[src/verilog/boot_pkg.sv]
// Purpose: shared constants and types for the boot sequencer
// Assumes: sys_clk at 100 MHz
// Notes: identity-free; token and entry values are plain defaults
package boot_pkg;
  localparam int SYS_CLK_HZ = 100_000_000;
  localparam int RESET_WAIT_CLKS = 750_000;
  localparam int LINK_DELAY_NS = 200;
  localparam int LINK_DELAY_CLKS = LINK_DELAY_NS * (SYS_CLK_HZ / 1_000_000) / 1000;
  localparam int SPI_SCLK_HZ = 2_500_000;
  localparam int SPI_HALF_CLKS = SYS_CLK_HZ / (2 * SPI_SCLK_HZ);
  localparam logic [7:0] SPI_READ_CMD = 8'h03;
  localparam logic [23:0] SPI_ADDR = 24'h000000;
  localparam logic [31:0] CRC_POLY = 32'hedb88320;
  localparam logic [31:0] CRC_INIT = 32'hffffffff;
  localparam logic [31:0] CRC_BYPASS = 32'h0d15ab1e;
  localparam logic [31:0] NULL_CHAN = 32'h0000ff02;
  localparam logic [7:0] END_TOKEN = 8'h01;
  localparam int SEC_BOOT_BIT = 5;
  localparam logic [15:0] RAM_BASE = 16'h0000;
  localparam logic [10:0] OTP_BASE = 11'h000;
  localparam int FIFO_DEPTH = 8;
  localparam int TOKEN_W = 9;

  typedef enum {SRC_JTAG, SRC_RSVD, SRC_LINK, SRC_SPI, SRC_OTP} boot_src_e;
  typedef struct packed {logic [5:0] ref_div; logic [11:0] mult; logic [2:0] out_div;} pll_cfg_s;
  typedef struct packed {logic ctrl; logic [7:0] data;} token_s;

  function automatic logic [31:0] crc_byte(input logic [31:0] c, input logic [7:0] b);
    logic [31:0] r;
    r = c ^ {24'h000000, b};
    for (int i = 0; i < 8; i++) r = r[0] ? ((r >> 1) ^ CRC_POLY) : (r >> 1);
    return r;
  endfunction

  function automatic pll_cfg_s pll_preset(input logic hi, input logic lo);
    unique case ({hi, lo})
      2'b00: return '{6'h00, 12'h07a, 3'h1};
      2'b11: return '{6'h00, 12'h077, 3'h2};
      2'b10: return '{6'h00, 12'h031, 3'h2};
      default: return '{6'h00, 12'h017, 3'h2};
    endcase
  endfunction
endpackage

[src/verilog/boot_loader_sequencer.sv]
// Purpose: reset wait, strap decode and image load for one tile
// Assumes: straps static through reset; ram takes a write whenever ram_ready
// Notes: link wires carry 9-bit tokens lsb first, ctrl flag last
// Notes on behaviour
// - while the reset pin is low, stay in reset with all gpio high impedance
// - after release wait 750000 clocks, then enable pulls and start boot
// - mode straps pick jtag wait, reserved, link, spi, or independent variants
// - secure-boot security bit forces boot from otp, mode straps ignored for the source
// - image is word count, four bytes per word, then crc word
// - a crc word equal to the bypass value skips the check
// - count and crc words arrive least significant byte first
// - program stored from lowest ram address, execution starts there
// - crc over count and program, reflected poly, init all ones, inverted
// - spi boot drives four pins as master at the scaled 2.5 MHz clock
// - spi boot sends one read command and a zero 24-bit address
// - spi runs clock polarity zero, phase zero
// - spi bytes are assembled least significant bit first
// - link enabled 200 ns after boot start, outbound low, inbound watched
// - link boot takes channel end 0, first word names the ack channel
// - after image and end token, send end to ack channel unless it is the null channel, free, jump
// - secure boot reads otp from address 0
// - oscillator select pin low picks resonator, high the internal oscillator
// - frequency straps preset pll divider and multiplier, reference divider 0
`timescale 1ns/1ps
`default_nettype none

module token_fifo #(parameter int WIDTH = 9, parameter int DEPTH = 8) (
  input wire logic clk,
  input wire logic rst,
  input wire logic en,
  input wire logic in_valid,
  output logic in_ready,
  input wire logic [WIDTH-1:0] in_data,
  output logic out_valid,
  input wire logic out_ready,
  output logic [WIDTH-1:0] out_data
);
  localparam int AW = $clog2(DEPTH);
  logic [WIDTH-1:0] mem_reg [DEPTH];
  logic [AW-1:0] wr_reg, rd_reg;
  logic [AW:0] cnt_reg;
  wire do_wr = in_valid && in_ready;
  wire do_rd = out_valid && out_ready;
  assign in_ready = cnt_reg != (AW+1)'(DEPTH);
  assign out_valid = cnt_reg != '0;
  assign out_data = mem_reg[rd_reg];
  always_ff @(posedge clk) begin
    if (rst) begin
      wr_reg <= '0;
      rd_reg <= '0;
      cnt_reg <= '0;
    end else if (en) begin
      if (do_wr) mem_reg[wr_reg] <= in_data;
      if (do_wr) wr_reg <= (wr_reg == AW'(DEPTH-1)) ? '0 : wr_reg + 1'b1;
      if (do_rd) rd_reg <= (rd_reg == AW'(DEPTH-1)) ? '0 : rd_reg + 1'b1;
      cnt_reg <= cnt_reg + (AW+1)'(do_wr) - (AW+1)'(do_rd);
    end
  end
endmodule

module boot_loader_sequencer import boot_pkg::*; #(
  parameter int WAIT_CLKS = RESET_WAIT_CLKS
) (
  input wire logic sys_clk,
  input wire logic rst,
  input wire logic clk_en,
  input wire logic rst_pin_n,
  input wire logic oscillator_source_select,
  input wire logic freq_strap_low,
  input wire logic freq_strap_high,
  input wire logic [2:0] boot_mode_strap,
  input wire logic [31:0] security_reg,
  output logic gpio_hiz,
  output logic gpio_pull_en,
  output logic osc_internal_sel,
  output pll_cfg_s pll_cfg,
  output boot_src_e boot_source,
  output logic boot_independent,
  output logic spi_oe,
  output logic spi_sclk,
  output logic spi_ss_n,
  output logic spi_mosi,
  input wire logic spi_miso,
  input wire logic link_clk,
  input wire logic link_data,
  output logic link_oe,
  output logic [1:0] link_out,
  output logic link_pull_dn_en,
  output logic link_overrun,
  output logic chanend0_busy,
  output logic ack_valid,
  output logic [31:0] ack_channel,
  output logic otp_rd,
  output logic [10:0] otp_addr,
  input wire logic [31:0] otp_data,
  input wire logic otp_valid,
  input wire logic ram_ready,
  output logic ram_we,
  output logic [15:0] ram_addr,
  output logic [7:0] ram_wdata,
  output logic boot_jump,
  output logic boot_done,
  output logic crc_error
);
  typedef enum {ST_RESET, ST_WAIT, ST_DECODE, ST_LDELAY, ST_LOAD, ST_DONE, ST_HALT} st_e;
  typedef enum {P_ACK, P_CNT, P_PROG, P_CRC, P_END, P_FIN} p_e;
  st_e st_reg;
  p_e p_reg;
  logic [1:0] pin_sy, osc_sy, flo_sy, fhi_sy;
  logic [2:0] mode_sy0, mode_sy1;
  logic miso_sy0, miso_sy1, lc0, lc1, lc2, ld0, ld1;
  logic [19:0] cnt_reg;
  logic [4:0] bit_reg;
  logic [5:0] div_reg;
  logic [31:0] sh_reg, acc_reg, words_reg, crc_reg;
  logic [7:0] rx_reg;
  logic [8:0] tok_reg;
  logic [3:0] lbit_reg;
  logic [1:0] bc_reg, ob_reg;
  logic [31:0] ow_reg;
  logic cmd_reg, spush_reg, lpush_reg, ohave_reg, opend_reg;
  token_s ltok_reg, fin, fout;
  logic fin_valid, fin_ready, fout_valid;

  // strap and pin inputs come from the board, so they are double-flopped
  always_ff @(posedge sys_clk) begin
    if (clk_en) begin
      pin_sy <= {pin_sy[0], rst_pin_n};
      osc_sy <= {osc_sy[0], oscillator_source_select};
      flo_sy <= {flo_sy[0], freq_strap_low};
      fhi_sy <= {fhi_sy[0], freq_strap_high};
      mode_sy0 <= boot_mode_strap;
      mode_sy1 <= mode_sy0;
      miso_sy0 <= spi_miso;
      miso_sy1 <= miso_sy0;
      {lc2, lc1, lc0} <= {lc1, lc0, link_clk};
      {ld1, ld0} <= {ld0, link_data};
    end
  end

  wire pin_up = pin_sy[1];
  wire secure = security_reg[SEC_BOOT_BIT];
  // source is still the old one while decoding, so the parser start slot reads the straps
  wire dec_link = !secure && mode_sy1[1:0] == 2'b10;
  wire is_link = boot_source == SRC_LINK;
  wire loading = st_reg == ST_LOAD && p_reg != P_FIN;
  wire spi_act = loading && boot_source == SRC_SPI;
  wire link_act = loading && is_link;
  wire otp_act = loading && boot_source == SRC_OTP;
  wire wait_end = cnt_reg == 20'(WAIT_CLKS - 1);
  wire ldly_end = cnt_reg == 20'(LINK_DELAY_CLKS - 1);
  wire tick = div_reg == 6'(SPI_HALF_CLKS - 1);
  wire spi_stall = !cmd_reg && bit_reg == '0 && !spi_sclk && !fin_ready;
  wire l_rise = lc1 && !lc2;
  wire pop = fout_valid && st_reg == ST_LOAD && p_reg != P_FIN && (p_reg != P_PROG || ram_ready);
  wire [31:0] word_in = {fout.data, acc_reg[31:8]};
  wire last_b = bc_reg == 2'h3;
  wire crc_ok = word_in == CRC_BYPASS || word_in == ~crc_reg;
  wire data_pop = pop && !fout.ctrl;

  // reset pin wins over every state, so a late low re-enters reset
  always_ff @(posedge sys_clk) begin
    if (rst) begin
      st_reg <= ST_RESET;
      cnt_reg <= '0;
      boot_source <= SRC_JTAG;
      boot_independent <= 1'b0;
      pll_cfg <= '0;
      osc_internal_sel <= 1'b0;
      boot_jump <= 1'b0;
      ack_valid <= 1'b0;
      crc_error <= 1'b0;
    end else if (clk_en) begin
      boot_jump <= 1'b0;
      ack_valid <= 1'b0;
      cnt_reg <= cnt_reg + 20'h1;
      if (!pin_up) begin
        st_reg <= ST_RESET;
        cnt_reg <= '0;
        crc_error <= 1'b0;
      end else begin
        unique case (st_reg)
          ST_RESET: begin
            st_reg <= ST_WAIT;
            cnt_reg <= '0;
          end
          ST_WAIT: if (wait_end) st_reg <= ST_DECODE;
          ST_DECODE: begin
            cnt_reg <= '0;
            pll_cfg <= pll_preset(fhi_sy[1], flo_sy[1]);
            osc_internal_sel <= osc_sy[1];
            boot_independent <= mode_sy1[2] && mode_sy1[1];
            if (secure) begin
              boot_source <= SRC_OTP;
              st_reg <= ST_LOAD;
            end else if (!mode_sy1[1]) begin
              boot_source <= mode_sy1[0] ? SRC_RSVD : SRC_JTAG;
              st_reg <= ST_HALT;
            end else begin
              boot_source <= mode_sy1[0] ? SRC_SPI : SRC_LINK;
              st_reg <= mode_sy1[0] ? ST_LOAD : ST_LDELAY;
            end
          end
          ST_LDELAY: if (ldly_end) st_reg <= ST_LOAD;
          ST_LOAD: begin
            if (pop && p_reg == P_CRC && last_b && !crc_ok) begin
              crc_error <= 1'b1;
              st_reg <= ST_HALT;
            end else if (p_reg == P_FIN) begin
              st_reg <= ST_DONE;
              boot_jump <= 1'b1;
              ack_valid <= is_link && ack_channel != NULL_CHAN;
            end
          end
          ST_DONE, ST_HALT: st_reg <= st_reg;
        endcase
      end
    end
  end

  assign gpio_hiz = st_reg == ST_RESET || st_reg == ST_WAIT;
  assign gpio_pull_en = !gpio_hiz;
  assign boot_done = st_reg == ST_DONE;
  assign link_oe = is_link && (st_reg == ST_LOAD || st_reg == ST_DONE);
  assign link_out = 2'b00;
  assign link_pull_dn_en = !link_oe;
  assign chanend0_busy = is_link && st_reg == ST_LOAD;
  // select is held until sclk is back low, so a cut frame never ends on a high clock
  assign spi_ss_n = !spi_act && !spi_sclk;
  assign spi_oe = !spi_ss_n;

  // spi master, mode 0: mosi moves on the falling edge, miso sampled on the rising
  always_ff @(posedge sys_clk) begin
    if (rst || !spi_act) begin
      spi_sclk <= 1'b0;
      div_reg <= '0;
      bit_reg <= '0;
      cmd_reg <= 1'b1;
      spi_mosi <= SPI_READ_CMD[7];
      sh_reg <= {SPI_READ_CMD[6:0], SPI_ADDR, 1'b0};
      spush_reg <= 1'b0;
    end else if (clk_en) begin
      spush_reg <= 1'b0;
      div_reg <= (tick || spi_stall) ? '0 : div_reg + 6'h1;
      if (tick && !spi_stall) begin
        spi_sclk <= !spi_sclk;
        if (!spi_sclk) begin
          rx_reg <= {miso_sy1, rx_reg[7:1]};
          bit_reg <= bit_reg + 5'h1;
          if (cmd_reg && bit_reg == 5'h1f) begin
            cmd_reg <= 1'b0;
            bit_reg <= '0;
          end else if (!cmd_reg && bit_reg == 5'h07) begin
            bit_reg <= '0;
            spush_reg <= 1'b1;
          end
        end else begin
          spi_mosi <= sh_reg[31];
          sh_reg <= {sh_reg[30:0], 1'b0};
        end
      end
    end
  end

  // the link clock is sampled, not used as a clock; a full fifo drops tokens
  always_ff @(posedge sys_clk) begin
    if (rst || !link_act) begin
      lbit_reg <= '0;
      lpush_reg <= 1'b0;
    end else if (clk_en) begin
      lpush_reg <= 1'b0;
      if (l_rise) begin
        tok_reg <= {ld1, tok_reg[8:1]};
        lbit_reg <= (lbit_reg == 4'h8) ? '0 : lbit_reg + 4'h1;
        if (lbit_reg == 4'h8) begin
          ltok_reg <= {ld1, tok_reg[8:1]};
          lpush_reg <= 1'b1;
        end
      end
    end
  end

  always_ff @(posedge sys_clk) begin
    if (rst) begin
      link_overrun <= 1'b0;
    end else if (clk_en) begin
      // a lost token outranks the clear, so the flag never hides a drop
      if (lpush_reg && !fin_ready) link_overrun <= 1'b1;
      else if (st_reg == ST_RESET) link_overrun <= 1'b0;
    end
  end

  // otp words are split into bytes lowest lane first
  assign otp_rd = otp_act && !ohave_reg && !opend_reg;
  always_ff @(posedge sys_clk) begin
    if (rst || !otp_act) begin
      otp_addr <= OTP_BASE;
      ohave_reg <= 1'b0;
      opend_reg <= 1'b0;
      ob_reg <= '0;
    end else if (clk_en) begin
      if (otp_rd) opend_reg <= 1'b1;
      if (opend_reg && otp_valid) begin
        ow_reg <= otp_data;
        ohave_reg <= 1'b1;
        opend_reg <= 1'b0;
      end
      if (ohave_reg && fin_ready) begin
        ob_reg <= ob_reg + 2'h1;
        if (ob_reg == 2'h3) begin
          ohave_reg <= 1'b0;
          otp_addr <= otp_addr + 11'h1;
        end
      end
    end
  end

  assign fin_valid = spush_reg || lpush_reg || (ohave_reg && otp_act);
  always_comb begin
    fin = '{1'b0, rx_reg};
    if (lpush_reg) fin = ltok_reg;
    else if (ohave_reg) fin = '{1'b0, ow_reg[8*ob_reg +: 8]};
  end

  token_fifo #(.WIDTH(TOKEN_W), .DEPTH(FIFO_DEPTH)) u_fifo (
    .clk(sys_clk),
    .rst(rst || st_reg == ST_RESET),
    .en(clk_en),
    .in_valid(fin_valid),
    .in_ready(fin_ready),
    .in_data(fin),
    .out_valid(fout_valid),
    .out_ready(pop),
    .out_data(fout)
  );

  // image parser; control tokens outside the end slot are discarded
  always_ff @(posedge sys_clk) begin
    if (rst || st_reg == ST_DECODE) begin
      p_reg <= dec_link ? P_ACK : P_CNT;
      bc_reg <= '0;
      crc_reg <= CRC_INIT;
      ram_addr <= RAM_BASE;
      ram_we <= 1'b0;
      ack_channel <= NULL_CHAN;
    end else if (clk_en) begin
      ram_we <= 1'b0;
      if (ram_we) ram_addr <= ram_addr + 16'h1;
      if (data_pop && p_reg != P_END) begin
        acc_reg <= word_in;
        bc_reg <= bc_reg + 2'h1;
        if (p_reg == P_CNT || p_reg == P_PROG) crc_reg <= crc_byte(crc_reg, fout.data);
      end
      if (data_pop) begin
        unique case (p_reg)
          P_ACK: if (last_b) begin
            ack_channel <= word_in;
            p_reg <= P_CNT;
          end
          P_CNT: if (last_b) begin
            words_reg <= word_in;
            p_reg <= (word_in == '0) ? P_CRC : P_PROG;
          end
          P_PROG: begin
            ram_we <= 1'b1;
            ram_wdata <= fout.data;
            if (last_b) words_reg <= words_reg - 32'h1;
            if (last_b && words_reg == 32'h1) p_reg <= P_CRC;
          end
          P_CRC: if (last_b && crc_ok) p_reg <= is_link ? P_END : P_FIN;
          P_END, P_FIN: p_reg <= p_reg;
        endcase
      end
      if (pop && fout.ctrl && p_reg == P_END && fout.data == END_TOKEN) p_reg <= P_FIN;
    end
  end
endmodule

`default_nettype wire

[config.mk]
export PLATFORM = sky130hd
export DESIGN_NAME = boot_loader_sequencer
export DESIGN_NICKNAME = d
export VERILOG_FILES = /design/src/verilog/boot_pkg.sv /design/src/verilog/boot_loader_sequencer.sv
export SDC_FILE = /design/constraint.sdc
export NUM_CORES = 1
export LEC_CHECK = 0
export ABC_AREA = 1
export BUFFER_PORTS_ARGS = -buffer_cell sky130_fd_sc_hd__buf_2
export CORE_UTILIZATION = 53
export DETAILED_ROUTE_END_ITERATION = 10
export GPL_ROUTABILITY_DRIVEN = 0
export PLACE_DENSITY = 0.77
export SLEW_MARGIN = 20
export SYNTH_ARGS = -nofsm -noshare
export SYNTH_HDL_FRONTEND = slang
export SYNTH_SLANG_ARGS = --single-unit
[constraint.sdc]
create_clock -name sys_clk -period 9.9 [get_ports sys_clk]
set_clock_uncertainty 0.1 [all_clocks]
set_input_delay 0.495 -clock sys_clk [delete_from_list [all_inputs] [get_ports sys_clk]]
set_output_delay 0.495 -clock sys_clk [all_outputs]
set_load 0.1 [all_outputs]
==> flow_summary.json, run 1 <==
{
  "worst_pin_slew_ps": 1040,
  "cp.arrival_ps": 4390,
  "synth_largest_area_cell": "edfxtp_1",
  "row_count": 68,
  "synth_cell_types": 58,
  "maxSlewHeadroom_pct": 30.2,
  "yosysSeqAreaShare_pct": 54.1,
  "rsz0062_at_grt": "no",
  "postLayoutCoreUtil_pct": 61.1,
  "finish.net_count": 2331,
  "async_flop_share_pct": 0,
  "ir_drop_uv": 153,
  "drt_iter0_markers": 1159,
  "io_pins": 219,
  "reg2reg_depth": 15,
  "grt_use_total_pct": 24.5,
  "yosys-top-cells-area": "edfxtp_1, dfxtp_1, nand2_1, inv_1, nor2_1",
  "final_area_um2": 21100,
  "synth_edf_count": 217,
  "routed_via_density": 5.40,
  "dieArea_um2": 35800,
  "postCtsResizedCells": 0,
  "cts_hold_buf": 18,
  "period_minus_slack_ps": 4020,
  "vias": 14636,
  "drt-total-wl_um": 44700,
  "end_kind": "register",
  "synth_top_area_share_pct": 35.0,
  "cts-root-buf": "clkbuf_16",
  "die_width_um": 189,
  "critPathMostFrequentCell": "inv_1",
  "drc": 0,
  "start_util_pct": 53.8,
  "cp.depth": 15,
  "cp-start-kind": "register",
  "grt_overflow": 0,
  "avgSynthCellArea_um2": 9.01,
  "setup_viol": 0,
  "max_freq_mhz": 249,
  "diodes": 0,
  "post_cts_buffers": 0,
  "htreeDepth": 2,
  "worstSkewPairLatency_ps": 560,
  "largest_reg_flops": 72,
  "ant_nets": 0,
  "power_mw": 3.40,
  "cts_buffer_depth": 3,
  "crit_chain": "inv_1 -> nor2_1 -> inv_1 -> nor2_1 -> buf_4 -> inv_2 -> or2_2 -> nand3_2 -> nor2_4 -> nand2_2 -> nor2_4 -> nand2_2 -> inv_1 -> nand3_1 -> o211ai_2",
  "netlist_area_um2": 18600,
  "synth.most_common_cell": "nand2_1",
  "cp_slowest_cell": "inv_1",
  "crit_family": "buffers and inverters",
  "power_leakage_nw": 8.44,
  "cts_inserted_buffers": 42,
  "placed_cell_area_um2": 19500,
  "syn_inst": 2065,
  "powerDensity_nw_per_um2": 161,
  "hpwl_um": 29800,
  "post-route-period-util_pct": 40.6,
  "coreArea_um2": 34500,
  "synthTopCellsByCount": "nand2_1, inv_1, nor2_1",
  "cts.clk_slew.worst_paths_ps": 60,
  "grt_pass1_wl_um": 70600,
  "antenna_found_initial": 1,
  "synth_warnings": 0,
  "io_buffers": 144,
  "cp_max_fo": 42,
  "max-cap-violations": 0,
  "min_path_type": "in2reg",
  "cp_num_buf_inv": 5,
  "maxSlewViolCount": 0,
  "drtPass1Iterations": 5,
  "grt_max_degree": 54,
  "critPathKind": "reg2reg",
  "min_path_cells": 1,
  "numClockSinks": 394,
  "outcome": "finished, final reports clean",
  "cpPeakStageDelay_ps": 790,
  "cp.required_ps": 10270,
  "grt_pass1_vias": 14154,
  "tritoncts": "yes",
  "synth_seq_cells": 394,
  "area_growth_pct": 13.5,
  "synth_ff_type": "edfxtp_1",
  "wl_per_cell_um": 16.5,
  "drive_gt1_share_pct": 12.8,
  "tns_ps": 0,
  "hold_viol_final": 0,
  "die_y_um": 189
}
-- layout by cell type, fill, tap and decap left out, drive strengths merged, types with 2 or more instances in the layout --
master	count
o221a	2
buf	154
nor3b	5
o22ai	10
ha	28
a211oi	12
xnor2	29
a21oi	157
a221oi	4
conb	43
or2	9
a31oi	4
nand3b	5
xor2	72
edfxtp	217
inv	236
dlygate4sd3	23
clkbuf	58
nor2	229
nor4	23
nor3	39
o21a	4
nand4	28
o21ai	154
nand3	107
o211ai	15
nand2	374
dfxtp	177
and3	3
clkinv	23
o211a	2
-- where the power goes --
group | switching (mW) | total [mW] | internal (mW)
clock network | 0.658 | 1.52 | 0.860
logic | 0.126 | 0.151 | 0.0252
registers | 0.00513 | 1.73 | 1.72
total | 0.790 | 3.40 | 2.61
-- through the flow --
step	hold WS, ps	setup WS (ps)	std cells
2_1_floorplan	300	4630	2107
5_1_grt	-1.86	5560	2712
4_1_cts	0.261	5560	2707
3_5_place_dp	305	5590	2611
6_report	16.3	5880	2712
3_3_place_gp	301	5610	2611
-- final cells by class --
type / count / area, um2
fillers: 2783 / 13400
flip-flops and latches: 394 / 10100
multi-input cells: 1368 / 7190
clock buffers: 58 / 1200
repair buffers: 177 / 1030
inverters: 240 / 906
well taps: 455 / 569
clock inverters: 20 / 154
-- cell families after synthesis --
family          count (synthesis)  share of synthesized area (%)
flops                         394                           54.1
simple gates                  822                           19.1
buf+inv                       345                           8.20
compound gates                372                           10.9
other cells                     1                         0.0202
xor+xnor                      101                           5.56
fa+ha+maj                      29                           1.99
mux                             1                         0.0740
-- final timing paths --
check / start / end / slack (ps)
hold reg to reg: flo_sy[0] / flo_sy[1] / 320
setup reg to reg: p_reg[1] / crc_reg[26] / 5880
setup / recovery: p_reg[1] / crc_reg[26] / 5880
hold / removal: otp_data[1] / ow_reg[1] / 20
-- metal layers --
layer  up-vias  track usage [%]  wire, um
met5         -                0        12
met4         2             8.75      1390
met3       113             4.21      3200
met2       584             42.9     22000
met1      6793             30.4     18100
li1       7144                -         -
Note: power is estimated with default switching activity, not from simulation.
==> inputs of run 2 (changes only) <==
--- a/config.mk
+++ b/config.mk
@@ -5,12 +5,12 @@
 export SDC_FILE = /design/constraint.sdc
 export NUM_CORES = 1
 export LEC_CHECK = 0
-export ABC_AREA = 1
+export ABC_AREA = 0
 export BUFFER_PORTS_ARGS = -buffer_cell sky130_fd_sc_hd__buf_2
 export CORE_UTILIZATION = 53
 export DETAILED_ROUTE_END_ITERATION = 10
 export GPL_ROUTABILITY_DRIVEN = 0
-export PLACE_DENSITY = 0.77
+export PLACE_DENSITY = 0.8
 export SLEW_MARGIN = 20
 export SYNTH_ARGS = -nofsm -noshare
 export SYNTH_HDL_FRONTEND = slang
==> constraint.sdc (replaced) <==
create_clock -name sys_clk -period 3.64 [get_ports sys_clk]
set_clock_uncertainty 0.1 [all_clocks]
set_input_delay 0.182 -clock sys_clk [delete_from_list [all_inputs] [get_ports sys_clk]]
set_output_delay 0.182 -clock sys_clk [all_outputs]
set_load 0.1 [all_outputs]
==> flow_summary.json, run 2 <==
{
  "die_y_um": 185,
  "htreeDepth": 2,
  "ff_latch_area_um2": 10100,
  "whs_ps": 120,
  "cts_inserted_buffers": 41,
  "syn_inst": 1593,
  "pre_cts_ws_ps": 308,
  "async_flop_share_pct": 0,
  "cp-start-kind": "register",
  "layout_common_cells": "edfxtp_1, nor2_1, nand2_1, dfxtp_1, buf_2",
  "yosysSeqAreaShare_pct": 56.7,
  "hold_viol_final": 0,
  "cts_buffer_depth": 3,
  "io_pins": 219,
  "drtPass1Iterations": 7,
  "synthTopCellsByCount": "edfxtp_1, nor2_1, nand2_1",
  "worst_slack_ps": 299,
  "setup_viol": 0,
  "yosys-top-cells-area": "edfxtp_1, dfxtp_1, nor2_1, xor2_1, nand2_1",
  "powerDensity_nw_per_um2": 451,
  "tns_ps": 0,
  "routed_via_density": 5.55,
  "maxSlewHeadroom_pct": 28.7,
  "drc": 0,
  "cts-root-buf": "clkbuf_16",
  "synth_warnings": 0,
  "row_count": 66,
  "die_width_um": 185,
  "grt_pass1_vias": 12185,
  "post_cts_buffers": 0,
  "period_minus_slack_ps": 3340,
  "end_kind": "register",
  "cp_max_fo": 8,
  "avgSynthCellArea_um2": 11.1,
  "max-cap-violations": 0,
  "dieArea_um2": 34200,
  "placed_cell_area_um2": 18900,
  "start_util_pct": 54.2,
  "grt_overflow": 0,
  "grt_pass1_wl_um": 64200,
  "synth_seq_cells": 394,
  "ir_drop_uv": 438,
  "numClockSinks": 394,
  "hpwl_um": 26400,
  "synth_ff_type": "edfxtp_1",
  "grt_use_total_pct": 23.9,
  "synth_edf_count": 217,
  "wl_met2_um": 19800,
  "outcome": "finished, final reports clean",
  "vias": 12588,
  "synth_largest_area_cell": "edfxtp_1",
  "post-route-period-util_pct": 91.8,
  "drt-total-wl_um": 40100,
  "netlist_area_um2": 17800,
  "synth_cell_types": 70,
  "final_area_um2": 20700,
  "top_layer_used": "met4",
  "synth_top_area_share_pct": 36.7,
  "largest_reg_flops": 72,
  "synth.most_common_cell": "edfxtp_1",
  "multi_input_area_um2": 7120,
  "ff2ff_setup_slack_ps": 300,
  "antenna_found_initial": 0,
  "power_leakage_nw": 7.70,
  "area_growth_pct": 16.7,
  "drive_gt1_share_pct": 15.9,
  "min_path_type": "in2reg",
  "wl_per_cell_um": 17.7,
  "diodes": 0,
  "worst_pin_slew_ps": 1060,
  "maxSlewViolCount": 0,
  "max_freq_mhz": 299,
  "finish.net_count": 1902,
  "coreArea_um2": 32800,
  "nFillCells": 2486,
  "cts.clk_slew.worst_paths_ps": 60,
  "grt_max_degree": 64,
  "io_buffers": 144,
  "cp.arrival_ps": 3430,
  "drt_iter0_markers": 1008,
  "final_common_cell": "edfxtp_1",
  "cp.required_ps": 3730,
  "critPathKind": "reg2reg",
  "met1_length_um": 16700,
  "route.met3.wl_um": 2510,
  "tritoncts": "yes",
  "ant_nets": 0,
  "rsz0062_at_grt": "no",
  "worstSkewPairLatency_ps": 560
}
==> run 2: cell types whose count changed after synthesis, moves of 61 or more <==
cell     previous run  this run
inv_1             225        33
nand2_1           358       179
o21ai_0           139        31
a21oi_1           157        83
nand3_1           104        43
==> run 2: final timing paths <==
kind	startpoint	to	depth (start not counted)
setup reg to reg	register	p_reg[0]	7
setup / recovery	register	p_reg[0]	7
hold / removal	rst	cnt_reg[2]	2
hold reg to reg	tok_reg[1]	ltok_reg[0]	0
==> run 2: report_power, final <==
| group | switching [mW] | internal [mW] |
|---|---|---|
| Sequential | 0.0175 | 4.68 |
| Clock | 1.74 | 2.50 |
| Combinational | 0.312 | 0.0832 |
==> run 2: cell families (layout without fill, tap and decap cells) <==
| family | after synthesis | in the layout | share of synthesized area (%) |
|---|---|---|---|
| and+or+nand+nor | 585 | 585 | 15.5 |
| adders and majority gates | 29 | 29 | 2.09 |
| AOI/OAI and AO/OA | 203 | 203 | 7.26 |
| muxes | 65 | 65 | 4.97 |
| xor gates and xnor gates | 171 | 171 | 9.25 |
| other | 1 | 43 | 0.0211 |
| buffers and inverters | 145 | 337 | 4.29 |
| DFF | 394 | 394 | 56.7 |
==> run 2: per-layer routing <==
metal | vias up | track usage (%)
met5 | - | 0
met4 | 0 | 8.33
met3 | 83 | 3.78
met2 | 452 | 40.6
met1 | 6052 | 31.1
li1 | 6001 | -
==> run 2: worst max-delay path: stages, from the launching register on <==
cell and delay (ps):
dfxtp_1 570, mux4_1 590, mux2_2 440, xnor2_1 180, nor4_1 370, a31oi_1 140, o21a_1 190, o21ai_0 390
==> run 2: per-stage QoR <==
step                      utilization [%]  total power, mW  std cells
after detailed placement             57.5             5.15       2148
after global routing                 63.2             9.61       2269
final                                63.2             9.34       2269
after global placement               57.5             5.14       2148
after CTS                            63.2             9.38       2269
after floorplan                         -             5.12       1635
==> run 2: final cells by class <==
type	instances	share of cell area [%]
multi-input combinational	1096	34.4
inverter	33	0.598
sequential	394	48.6
clock inverter	11	0.749
timing repair buffer	228	7.07
clock buffer	65	5.98
tap	442	2.67
==> run 2: what timing repair did <==
action                     in CTS  in global routing
setup endpoints to repair       0                  3
resized for setup               0                  1
hold endpoints to repair       52                  0
hold buffers                   45                  0
==> inputs of run 3 (changes only) <==
--- a/config.mk
+++ b/config.mk
@@ -6,10 +6,10 @@
 export NUM_CORES = 1
 export LEC_CHECK = 0
 export ABC_AREA = 0
-export BUFFER_PORTS_ARGS = -buffer_cell sky130_fd_sc_hd__buf_2
+export BUFFER_PORTS_ARGS = -buffer_cell sky130_fd_sc_hd__clkbuf_2
 export CORE_UTILIZATION = 53
 export DETAILED_ROUTE_END_ITERATION = 10
-export GPL_ROUTABILITY_DRIVEN = 0
+export GPL_ROUTABILITY_DRIVEN = 1
 export PLACE_DENSITY = 0.8
 export SLEW_MARGIN = 20
 export SYNTH_ARGS = -nofsm -noshare
==> flow_summary.json, run 3 (same netlist as run 2, synthesis figures left out) <==
{
  "grt_use_total_pct": 24.1,
  "die_width_um": 185,
  "cts_inserted_buffers": 41,
  "io_buffers": 144,
  "period_minus_slack_ps": 3280,
  "rr_endpoint": "words_reg[28]",
  "hold_viol_final": 0,
  "pre_cts_ws_ps": 343,
  "drtPass1Iterations": 8,
  "cp-start-kind": "register",
  "maxSlewViolCount": 0,
  "critPathKind": "reg2reg",
  "grt_pass1_vias": 12329,
  "rsz0062_at_grt": "no",
  "wl_per_cell_um": 17.9,
  "gp_congestion": 0.908,
  "maxSlewHeadroom_pct": 22.4,
  "setup_viol": 0,
  "powerDensity_nw_per_um2": 449,
  "post-route-period-util_pct": 90.2,
  "post_cts_buffers": 0,
  "max_freq_mhz": 305,
  "drt_iter0_markers": 932,
  "cp_num_buf_inv": 1,
  "cp.depth": 6,
  "cts_buffer_depth": 3,
  "postLayoutCoreUtil_pct": 63.2,
  "die_y_um": 185,
  "start_util_pct": 54.2,
  "cp-endpoint": "words_reg[28]",
  "worstSkewPairLatency_ps": 570,
  "coreArea_um2": 32800,
  "max-cap-violations": 0,
  "r2r-start": "st_reg[2]",
  "final_common_cell": "edfxtp_1",
  "grt_overflow": 0,
  "drive_gt1_share_pct": 16.1,
  "vias": 12599,
  "drc": 0,
  "cts-root-buf": "clkbuf_16",
  "cp.required_ps": 3720,
  "cts.clk_slew.worst_paths_ps": 60,
  "tritoncts": "yes",
  "layout_common_cells": "edfxtp_1, nor2_1, nand2_1, dfxtp_1, clkbuf_2",
  "diodes": 0,
  "ant_nets": 0,
  "min_path_type": "in2reg",
  "grt_max_degree": 64,
  "dieArea_um2": 34200,
  "io_pins": 219,
  "placed_cell_area_um2": 18900,
  "grt_pass1_wl_um": 64400,
  "cpPeakStageDelay_ps": 520,
  "ir_drop_uv": 413,
  "cp.arrival_ps": 3360,
  "routed_via_density": 5.54,
  "final_area_um2": 20700,
  "cp_slowest_cell": "dfxtp_1",
  "cp-startpoint": "st_reg[2]",
  "row_count": 66,
  "numClockSinks": 394,
  "finish.net_count": 1906,
  "hpwl_um": 26800,
  "worst_slack_ps": 358,
  "outcome": "finished, final reports clean",
  "drt-total-wl_um": 40700,
  "crit_chain": "or3b_2 -> nor4_2 -> nand2_1 -> nor2_1 -> and3_1 -> buf_4",
  "tns_ps": 0,
  "ff2ff_setup_slack_ps": 360,
  "htreeDepth": 2,
  "reg2reg_depth": 6,
  "power_mw": 9.29,
  "antenna_found_initial": 1,
  "end_kind": "register",
  "power_leakage_nw": 7.67,
  "crit_family": "simple AND/OR/NAND/NOR gates",
  "cp_max_fo": 32,
  "largest_reg_flops": 72,
  "worst_pin_slew_ps": 1150,
  "area_growth_pct": 16.6
}
[run 3: metrics by stage]
stage,hold slack (ps),instances
finish,227,2273
floorplan,181,1635
global placement,258,2151
global route,218,2273
CTS,209,2273
detailed placement,261,2151
[run 3: worst reg2reg max path, stage by stage (launching register included)]
cell and delay (ps):
dfxtp_1 520, or3b_2 510, nor4_2 420, nand2_1 250, nor2_1 410, and3_1 260
buf_4 390
[run 3: worst min path at each step]
| stage | slack [ps] | cells past startpoint | start | end |
|---|---|---|---|---|
| final | 230 | 2 | otp_data[17] | ow_reg[17] |
| after global routing | 220 | 2 | otp_data[31] | ow_reg[31] |
| after CTS | 210 | 2 | otp_data[30] | ow_reg[30] |
| after detailed placement | 260 | 1 | otp_data[10] | ow_reg[10] |
| after global placement | 260 | 1 | otp_data[28] | ow_reg[28] |
| after floorplan | 180 | 0 | freq_strap_high | fhi_sy[0] |
[run 3: final cells by class]
class | count | area (um2)
clock buffers | 51 | 1090
clock inverters | 25 | 267
fillers | 2496 | 12100
inverters | 33 | 124
multi-input cells | 1096 | 7120
flip-flops and latches | 394 | 10100
well taps | 442 | 553
repair buffers | 232 | 1500
[run 3: timing repair]
item,in CTS,in global routing
gates resized for setup,0,0
endpoints found under the hold margin,52,0
hold buffers,46,0
[run 3: per-layer routing]
layer | part of all wire, % | track usage [%] | vias to the layer above
met5 | 0.032 | 0 | -
met4 | 2.8 | 8.26 | 2
met3 | 6.3 | 4.25 | 96
met2 | 50 | 41.5 | 448
met1 | 41 | 30.4 | 6052
li1 | - | - | 6001
[run 3: power breakdown]
part	internal [mW]	leakage, nW	switching, mW	total, mW
combinational	0.0845	3.59	0.312	0.396
clock	2.39	0.663	1.81	4.19
sequential	4.68	3.41	0.0181	4.70
